<file path="src/core/tcr_regs.vh">
// Register layout, field positions and reset values of the trace control registers
`ifndef TCR_REGS_VH
`define TCR_REGS_VH
// ----------------------------------------------------------------
// Register selects
// ----------------------------------------------------------------
`define TCR_SEL_SETUP      3'h1
`define TCR_SEL_CAPS       3'h2
`define TCR_SEL_USER       3'h3
`define TCR_SEL_BPT        3'h4
`define TCR_REG_A          5'h17
`define TCR_REG_B          5'h18
// ----------------------------------------------------------------
// Setup fields
// ----------------------------------------------------------------
`define TCR_SRC_BIT        31
`define TCR_KIND_BIT       30
`define TCR_ALLBR_BIT      27
`define TCR_NOOVF_BIT      26
`define TCR_DBG_BIT        25
`define TCR_EXC_BIT        24
`define TCR_KRN_BIT        23
`define TCR_USR_BIT        21
`define TCR_GLOBAL_BIT     4
`define TCR_MODE_HI        3
`define TCR_MODE_LO        1
`define TCR_ON_BIT         0
`define TCR_SETUP_WMASK    32'hcfa0000f
`define TCR_SETUP_RST      32'h00000000
`define TCR_USER_RST       32'h00000000
`define TCR_BPT_RST        32'h00000000
// ----------------------------------------------------------------
// Capability fields and reset values
// ----------------------------------------------------------------
`define TCR_KINDS_HI       6
`define TCR_KINDS_LO       5
`define TCR_KINDS_RST      2'h2
`define TCR_BUFCNT_BIT     4
`define TCR_BUFUSE_BIT     3
// ----------------------------------------------------------------
// Breakpoint trigger fields
// ----------------------------------------------------------------
`define TCR_DBPEN_BIT      31
`define TCR_DATA_BP_TRACE_START_HI       17
`define TCR_DATA_BP_TRACE_START_LO       16
`define TCR_IBPEN_BIT      15
`define TCR_BPT_WMASK      32'h8003803f
`endif

</file>
<file path="src/core/tcr_trace_ctrl.v">
// Trace control coprocessor registers with user records and breakpoint triggers
`timescale 1ns/10ps
`include "tcr_regs.vh"
module tcr_trace_ctrl
#(
  parameter NUM_IBP = 6,
  parameter NUM_DBP = 2
)
(
  input  wire               REF_CLK,
  input  wire               RST,
  // Coprocessor move port, same clock domain
  input  wire               CP_WR,
  input  wire [4:0]         CP_REG,
  input  wire [2:0]         CP_SEL,
  input  wire [31:0]        CP_WDATA,
  output reg  [31:0]        CP_RDATA,
  // Processor mode, same clock domain
  input  wire               IN_DEBUG,
  input  wire               IN_EXCEPTION,
  input  wire               IN_KERNEL,
  input  wire               IN_USER,
  // Trace control block, external pins
  input  wire               TCB_ON,
  input  wire               TCB_DBG_EN,
  input  wire               TCB_EXC_EN,
  input  wire               TCB_KRN_EN,
  input  wire               TCB_USR_EN,
  input  wire [2:0]         TCB_MODE,
  input  wire [1:0]         TCB_KINDS,
  input  wire               TCB_BUFCNT,
  input  wire               TCB_BUFUSE,
  input  wire [2:0]         TCB_SYNC_PERIOD,
  input  wire               FIFO_NEAR_FULL,
  // Breakpoint hits from the core
  input  wire [NUM_IBP-1:0] IBP_HIT,
  input  wire [NUM_DBP-1:0] DBP_HIT,
  // Outputs to trace logic and pipeline
  output reg                TRACE_ACTIVE,
  output reg  [2:0]         TRACE_MODE,
  output reg                ALL_BRANCH_TRACE,
  output reg                PIPE_STALL,
  output reg                USER_REC_VALID,
  output reg                USER_REC_KIND,
  output reg  [31:0]        USER_REC_DATA
);
  // ----------------------------------------------------------------
  // Pin synchronisers: first stage read only by second
  // ----------------------------------------------------------------
  localparam PW = 16;
  wire [PW-1:0] pin_raw = {TCB_ON, TCB_DBG_EN, TCB_EXC_EN, TCB_KRN_EN, TCB_USR_EN,
                           TCB_MODE, TCB_KINDS, TCB_BUFCNT, TCB_BUFUSE,
                           TCB_SYNC_PERIOD, FIFO_NEAR_FULL};
  reg  [PW-1:0] pin_meta_q;
  reg  [PW-1:0] pin_q;
  always @(posedge REF_CLK or posedge RST)
  begin
    if (RST)
    begin
      pin_meta_q <= {PW{1'b0}};
      pin_q      <= {PW{1'b0}};
    end
    else
    begin
      pin_meta_q <= pin_raw;
      pin_q      <= pin_meta_q;
    end
  end
  // Synchronised trace block levels, same order as the packed word
  wire       h_on     = pin_q[15];
  wire       h_dbg    = pin_q[14];
  wire       h_exc    = pin_q[13];
  wire       h_krn    = pin_q[12];
  wire       h_usr    = pin_q[11];
  wire [2:0] h_mode   = pin_q[10:8];
  wire [1:0] h_kinds  = pin_q[7:6];
  wire       h_bufcnt = pin_q[5];
  wire       h_bufuse = pin_q[4];
  wire [2:0] h_sync   = pin_q[3:1];
  wire       h_nfull  = pin_q[0];

  // ----------------------------------------------------------------
  // Register select decode
  // ----------------------------------------------------------------
  function is_sel;
    input [4:0] r;
    input [2:0] s;
    input [4:0] want_r;
    input [2:0] want_s;
    begin
      is_sel = (r == want_r) && (s == want_s);
    end
  endfunction
  wire hit_setup = is_sel(CP_REG, CP_SEL, `TCR_REG_A, `TCR_SEL_SETUP);
  wire hit_caps  = is_sel(CP_REG, CP_SEL, `TCR_REG_A, `TCR_SEL_CAPS);
  wire hit_user1 = is_sel(CP_REG, CP_SEL, `TCR_REG_A, `TCR_SEL_USER);
  wire hit_user2 = is_sel(CP_REG, CP_SEL, `TCR_REG_B, `TCR_SEL_USER);
  wire hit_bpt   = is_sel(CP_REG, CP_SEL, `TCR_REG_A, `TCR_SEL_BPT);
  // Either user word written this cycle
  wire user_take = CP_WR & (hit_user1 | hit_user2);

  // ----------------------------------------------------------------
  // Writable state
  // ----------------------------------------------------------------
  reg  [31:0] setup_q;
  reg  [31:0] user1_q;
  reg  [31:0] user2_q;
  reg  [31:0] bpt_q;
  reg  [1:0]  kinds_q;
  // Only writable bits store; space id, global and reserved stay zero
  always @(posedge REF_CLK or posedge RST)
  begin
    if (RST)
      setup_q <= `TCR_SETUP_RST;
    else if (CP_WR && hit_setup)
      setup_q <= CP_WDATA & `TCR_SETUP_WMASK;
  end

  // User words read back what software last wrote
  always @(posedge REF_CLK or posedge RST)
  begin
    if (RST)
    begin
      user1_q <= `TCR_USER_RST;
      user2_q <= `TCR_USER_RST;
    end
    else if (user_take)
    begin
      if (hit_user1)
        user1_q <= CP_WDATA;
      else
        user2_q <= CP_WDATA;
    end
  end

  // Breakpoint trigger setup, reserved bits held at zero
  always @(posedge REF_CLK or posedge RST)
  begin
    if (RST)
      bpt_q <= `TCR_BPT_RST;
    else if (CP_WR && hit_bpt)
      bpt_q <= CP_WDATA & `TCR_BPT_WMASK;
  end

  // Supported kinds resets to 10 until the trace block reports
  // Two-cycle hold: the synchroniser still shows its reset zero before that
  reg [1:0] kinds_wait_q;
  always @(posedge REF_CLK or posedge RST)
  begin
    if (RST)
    begin
      kinds_q      <= `TCR_KINDS_RST;
      kinds_wait_q <= 2'h0;
    end
    else
    begin
      kinds_wait_q <= {kinds_wait_q[0], 1'b1};
      if (kinds_wait_q[1])
        kinds_q <= h_kinds;
    end
  end

  // ----------------------------------------------------------------
  // Read mux
  // ----------------------------------------------------------------
  reg [31:0] rd_d;
  always @*
  begin
    rd_d = 32'h00000000;
    if (hit_setup)
    begin
      rd_d = setup_q;
      rd_d[`TCR_GLOBAL_BIT] = 1'b1;
    end
    else if (hit_caps)
    begin
      rd_d[`TCR_KINDS_HI:`TCR_KINDS_LO] = kinds_q;
      rd_d[`TCR_BUFCNT_BIT] = h_bufcnt;
      rd_d[`TCR_BUFUSE_BIT] = h_bufuse;
      rd_d[2:0] = h_sync;
    end
    else if (hit_user1)
      rd_d = user1_q;
    else if (hit_user2)
      rd_d = user2_q;
    else if (hit_bpt)
      rd_d = bpt_q;
  end

  // ----------------------------------------------------------------
  // Effective enables: software bits or trace block pins
  // ----------------------------------------------------------------
  wire       sw_sel  = setup_q[`TCR_SRC_BIT];
  wire       e_on    = sw_sel ? setup_q[`TCR_ON_BIT]  : h_on;
  wire       e_dbg   = sw_sel ? setup_q[`TCR_DBG_BIT] : h_dbg;
  wire       e_exc   = sw_sel ? setup_q[`TCR_EXC_BIT] : h_exc;
  wire       e_krn   = sw_sel ? setup_q[`TCR_KRN_BIT] : h_krn;
  wire       e_usr   = sw_sel ? setup_q[`TCR_USR_BIT] : h_usr;
  wire [2:0] e_mode  = sw_sel ? setup_q[`TCR_MODE_HI:`TCR_MODE_LO] : h_mode;
  // Debug outranks exception, which outranks kernel and user
  reg mode_ok;
  always @*
  begin
    mode_ok = 1'b0;
    if (IN_DEBUG)
      mode_ok = e_dbg;
    else if (IN_EXCEPTION)
      mode_ok = e_exc;
    else if (IN_KERNEL)
      mode_ok = e_krn;
    else if (IN_USER)
      mode_ok = e_usr;
  end

  // ----------------------------------------------------------------
  // Breakpoint start/stop triggers
  // ----------------------------------------------------------------
  wire ib_start;
  wire ib_stop;
  wire db_start;
  wire db_stop;
  tcr_trigger #(.N(NUM_IBP)) u_ibp
  (
    .clk        (REF_CLK),
    .rst        (RST),
    .enable     (bpt_q[`TCR_IBPEN_BIT]),
    .hits       (IBP_HIT),
    .start_mask (bpt_q[NUM_IBP-1:0]),
    .start      (ib_start),
    .stop       (ib_stop)
  );
  tcr_trigger #(.N(NUM_DBP)) u_dbp
  (
    .clk        (REF_CLK),
    .rst        (RST),
    .enable     (bpt_q[`TCR_DBPEN_BIT]),
    .hits       (DBP_HIT),
    .start_mask (bpt_q[`TCR_DATA_BP_TRACE_START_LO+NUM_DBP-1:`TCR_DATA_BP_TRACE_START_LO]),
    .start      (db_start),
    .stop       (db_stop)
  );
  // Trigger gate: open until a stop trigger, reopened by a start
  reg armed_q;
  always @(posedge REF_CLK or posedge RST)
  begin
    if (RST)
      armed_q <= 1'b1;
    else if (ib_start | db_start)
      armed_q <= 1'b1;
    else if (ib_stop | db_stop)
      armed_q <= 1'b0;
  end

  // ----------------------------------------------------------------
  // Registered outputs
  // ----------------------------------------------------------------
  // Read data lags the select by one cycle
  always @(posedge REF_CLK or posedge RST)
  begin
    if (RST)
      CP_RDATA <= 32'h00000000;
    else
      CP_RDATA <= rd_d;
  end

  // Trace gating and content seen by the trace logic
  always @(posedge REF_CLK or posedge RST)
  begin
    if (RST)
    begin
      TRACE_ACTIVE     <= 1'b0;
      TRACE_MODE       <= 3'h0;
      ALL_BRANCH_TRACE <= 1'b0;
    end
    else
    begin
      TRACE_ACTIVE     <= e_on & mode_ok & armed_q;
      TRACE_MODE       <= e_mode;
      ALL_BRANCH_TRACE <= setup_q[`TCR_ALLBR_BIT];
    end
  end

  // Stall only when trace was running the cycle before, so idle cores never hang
  always @(posedge REF_CLK or posedge RST)
  begin
    if (RST)
      PIPE_STALL <= 1'b0;
    else
      PIPE_STALL <= setup_q[`TCR_NOOVF_BIT] & h_nfull & TRACE_ACTIVE;
  end

  // One-cycle user record per write; back-to-back writes give back-to-back records
  always @(posedge REF_CLK or posedge RST)
  begin
    if (RST)
    begin
      USER_REC_VALID <= 1'b0;
      USER_REC_KIND  <= 1'b0;
      USER_REC_DATA  <= 32'h00000000;
    end
    else
    begin
      USER_REC_VALID <= user_take;
      // Kind bit picks record tag; the written word is the data, whichever user register
      USER_REC_KIND  <= setup_q[`TCR_KIND_BIT];
      if (user_take)
        USER_REC_DATA <= CP_WDATA;
    end
  end
endmodule // tcr_trace_ctrl

</file>
<file path="src/core/tcr_trigger.v">
// Breakpoint trigger to trace start/stop decision
`timescale 1ns/10ps
module tcr_trigger
#(
  parameter N = 6
)
(
  input  wire         clk,
  input  wire         rst,
  input  wire         enable,
  input  wire [N-1:0] hits,
  input  wire [N-1:0] start_mask,
  output reg          start,
  output reg          stop
);
  // ----------------------------------------------------------------
  // Gated hits, start wins when both kinds fire together
  // ----------------------------------------------------------------
  wire [N-1:0] gated = enable ? hits : {N{1'b0}};
  always @(posedge clk or posedge rst)
  begin
    if (rst)
    begin
      start <= 1'b0;
      stop  <= 1'b0;
    end
    else
    begin
      start <= |(gated & start_mask);
      stop  <= ~(|(gated & start_mask)) & (|(gated & ~start_mask));
    end
  end
endmodule // tcr_trigger

</file>
<file path="config.mk">
export PLATFORM = sky130hd
export DESIGN_NAME = tcr_trace_ctrl
export DESIGN_NICKNAME = d
export VERILOG_FILES = /design/src/core/tcr_trace_ctrl.v /design/src/core/tcr_trigger.v
export VERILOG_INCLUDE_DIRS = /design/src /design/src/core
export SDC_FILE = /design/constraint.sdc
export NUM_CORES = 1
export LEC_CHECK = 0
export ABC_AREA = 1
export BUFFER_PORTS_ARGS = -buffer_cell sky130_fd_sc_hd__buf_2
export CORE_ASPECT_RATIO = 2
export CORE_MARGIN = 2
export CORE_UTILIZATION = 31
export CTS_CLUSTER_SIZE = 14
export DETAILED_ROUTE_END_ITERATION = 10
export PLACE_DENSITY_LB_ADDON = 0.2
export SYNTH_ARGS = -nofsm -noshare
export SYNTH_HDL_FRONTEND = slang
export SYNTH_SLANG_ARGS = --single-unit
</file>
<file path="constraint.sdc">
create_clock -name REF_CLK -period 20.4 [get_ports REF_CLK]
set_input_delay 6.12 -clock REF_CLK [delete_from_list [all_inputs] [get_ports REF_CLK]]
set_output_delay 6.12 -clock REF_CLK [all_outputs]
set_load 0.005 [all_outputs]
</file>
==> impl_metrics.json <==
{
  "r2r-end": "TRACE_ACTIVE",
  "fin_tns_setup_ns": 0,
  "cts_root_buf": "clkbuf_16",
  "outcome": "finished clean",
  "drive_gt1_frac": 0.203,
  "timing.fmax_ghz": 0.128,
  "r2r_cells": 7,
  "ctsResizeCount": 0,
  "relSlewSlack": 0.364,
  "viasPerCell": 4.32,
  "grt_max_degree": 126,
  "yosys-top-cells-count": "nand2_1 (300), dfrtp_1 (197), inv_1 (98)",
  "setup_ws_ns": 12.58,
  "die_area_um2": 26600,
  "worstPathMaxFanout": 55,
  "yosys_warnings": 0,
  "yosysTopAreaCell": "dfrtp_1",
  "rrSetupSlack_ns": 19.00,
  "ys_types": 35,
  "route.detailed.drc": 0,
  "place.port_buffers": 142,
  "crit_required_ns": 20.79,
  "numCtsBuffers": 17,
  "syn-cell-area_um2": 7830,
  "synth.net_count": 917,
  "final_area_um2": 9370,
  "cts_max_level": 4,
  "setup_violations": 0,
  "overflow": 0,
  "grt_setup_unrepaired": "false",
  "hold_path_class": "register to register",
  "crit_chain": "buf_2, inv_1, nand2_2, nor2_4, nand2_4, nor2_8, inv_2, nand2_4, nand2_1, nand2_1",
  "vias": 5751,
  "area_growth_pct": 19.8,
  "timing.rr.start": "setup_q[31]",
  "end_kind": "register",
  "gp_congestion": 0.831,
  "synth_most_common_cell": "nand2_1",
  "dp_worst_setup_slack_ns": 12.10,
  "num_rows": 82,
  "start_kind": "primary input",
  "slew_violations": 0,
  "slowest_stage": "nor2_8",
  "antenna_found_initial": 2,
  "fin_nets": 1052,
  "arrival_ns": 8.20,
  "cts_buffer_depth": 2,
  "wire_per_inst_um": 15.5,
  "synth-edff-count": 0,
  "cts_setup_buffers": 0,
  "finalHoldViolCount": 0,
  "worstSkewPairLatency_ns": 0.45,
  "drt_pass1_iterations": 4,
  "ys.flop_type": "dfrtp_1",
  "crit_start": "CP_SEL[2]",
  "yosys.area.top_type_share": 0.630,
  "seq_area_um2": 4980,
  "grtUsageTotal": 0.165,
  "clock_sinks": 199,
  "worst_pin_slew_ns": 0.954,
  "n_antenna_cell": 0,
  "clk_pin_slew_ns": 0.07,
  "syn_inst": 846,
  "yosysSeqAreaShare": 0.637,
  "p_leak_nw": 5.29,
  "synthTopCellsByArea": "dfrtp_1 (63%), nand2_1 (14%), inv_1 (4.7%)",
  "die_w_um": 116,
  "synth_seq_cells": 199,
  "min_period_ns": 7.82,
  "critPathKind": "primary input to register",
  "syn_avg_cell_area_um2": 9.25,
  "ctsHoldBuffers": 0,
  "async_flop_share": 1.00,
  "core_um2": 24900,
  "powerDensity_nw_per_um2": 85.8,
  "fillers": 2584,
  "ant_nets": 0,
  "die_y_um": 229,
  "maxCapViolCount": 0,
  "cts_tree": "built",
  "drt_wl_total_um": 20600,
  "grt_pass1_vias": 5809,
  "drt-initial-drc-count": 332,
  "place_area_um2": 8820,
  "multi_input_area_um2": 2280,
  "period_share": 0.383,
  "clock_skew_ns": 0.0130,
  "endpoint": "USER_REC_DATA[1]",
  "peakVddDrop_mv": 0.0600,
  "slowest_delay_ns": 0.53,
  "place_hpwl_um": 14100,
  "ios": 143,
  "grt_pass1_wl_um": 32300,
  "start_util": 0.314
}
==> worst min-delay path by stage <==
stage	from	end	slack [ns]	cells after the start
after floorplan	kinds_wait_q[0]	kinds_wait_q[1]	0.33	0
after global placement	kinds_wait_q[0]	kinds_wait_q[1]	0.33	0
after detailed placement	pin_meta_q[7]	pin_q[7]	0.33	0
after CTS	pin_meta_q[3]	pin_q[3]	0.35	0
after global routing	pin_meta_q[3]	pin_q[3]	0.36	0
final	pin_meta_q[3]	pin_q[3]	0.35	0
==> where the power goes <==
group          leakage [nW]  total [mW]  switching [mW]  internal [mW]
Combinational          2.39      0.0520          0.0320         0.0200
Sequential             2.63       0.431          0.0133          0.417
Clock                 0.269       0.321           0.151          0.170
==> cell families (layout without fill, tap and decap cells) <==
logic type,Yosys count,after routing,synth area share
muxes,2,2,0.00288
other,1,1,0.000479
and+or+nand+nor,413,413,0.221
buffers and inverters,132,280,0.0715
AOI/OAI and AO/OA,99,99,0.0675
DFF,199,199,0.637
==> final cells by class <==
type,instances,area share
Clock buffer,24,0.0525
Clock inverter,8,0.00667
Inverter,102,0.0416
Multi-Input combinational cell,515,0.244
Sequential cell,199,0.532
Tap cell,336,0.0449
Timing Repair Buffer,146,0.0790
==> sequential cells by signal, summed over array words and instances, names as in the netlist, 2 cells and up <==
signal         count
user1_q           32
CP_RDATA          32
TRACE_MODE         3
pin_q             16
pin_meta_q        16
user2_q           32
USER_REC_DATA     32
bpt_q             10
setup_q           12
kinds_wait_q       2
kinds_q            2
==> cell usage in the layout, fill, tap and decap left out, types with 3 or more instances in the layout <==
cell       instances
nand2_4            3
nand3_1           48
buf_4              4
clkbuf_1           3
nand2_1          300
clkbuf_8           4
o21ai_2            5
nand4_1            3
buf_2            142
nand3b_1           5
inv_1             97
nor2_1            39
o21ai_0           55
nor2_4             3
dfrtp_1          197
o21ai_1           32
clkbuf_16         17
==> metal layers <==
metal  global-route usage  wire, um  up-vias
met2                0.290     11100      117
met4               0.0844       808        4
li1                     -         -     2871
met3               0.0355       693       37
met1                0.182      8000     2722
met5                    0        18        -
==> stage by stage <==
stage	utilization	hold slack, ns	instances	power [mW]
2_1_floorplan	-	0.331	846	0.463
3_3_place_gp	0.354	0.333	1298	0.492
3_5_place_dp	0.354	0.335	1298	0.492
4_1_cts	0.376	0.350	1330	0.817
5_1_grt	0.376	0.356	1330	0.840
6_report	0.376	0.349	1330	0.804
==> worst max-delay path: cells and delay by family <==
family / cells / cell delay [ns]
buf+inv: 3 / 0.48
simple gates: 7 / 1.57
Power figures use the tool's default switching activity.
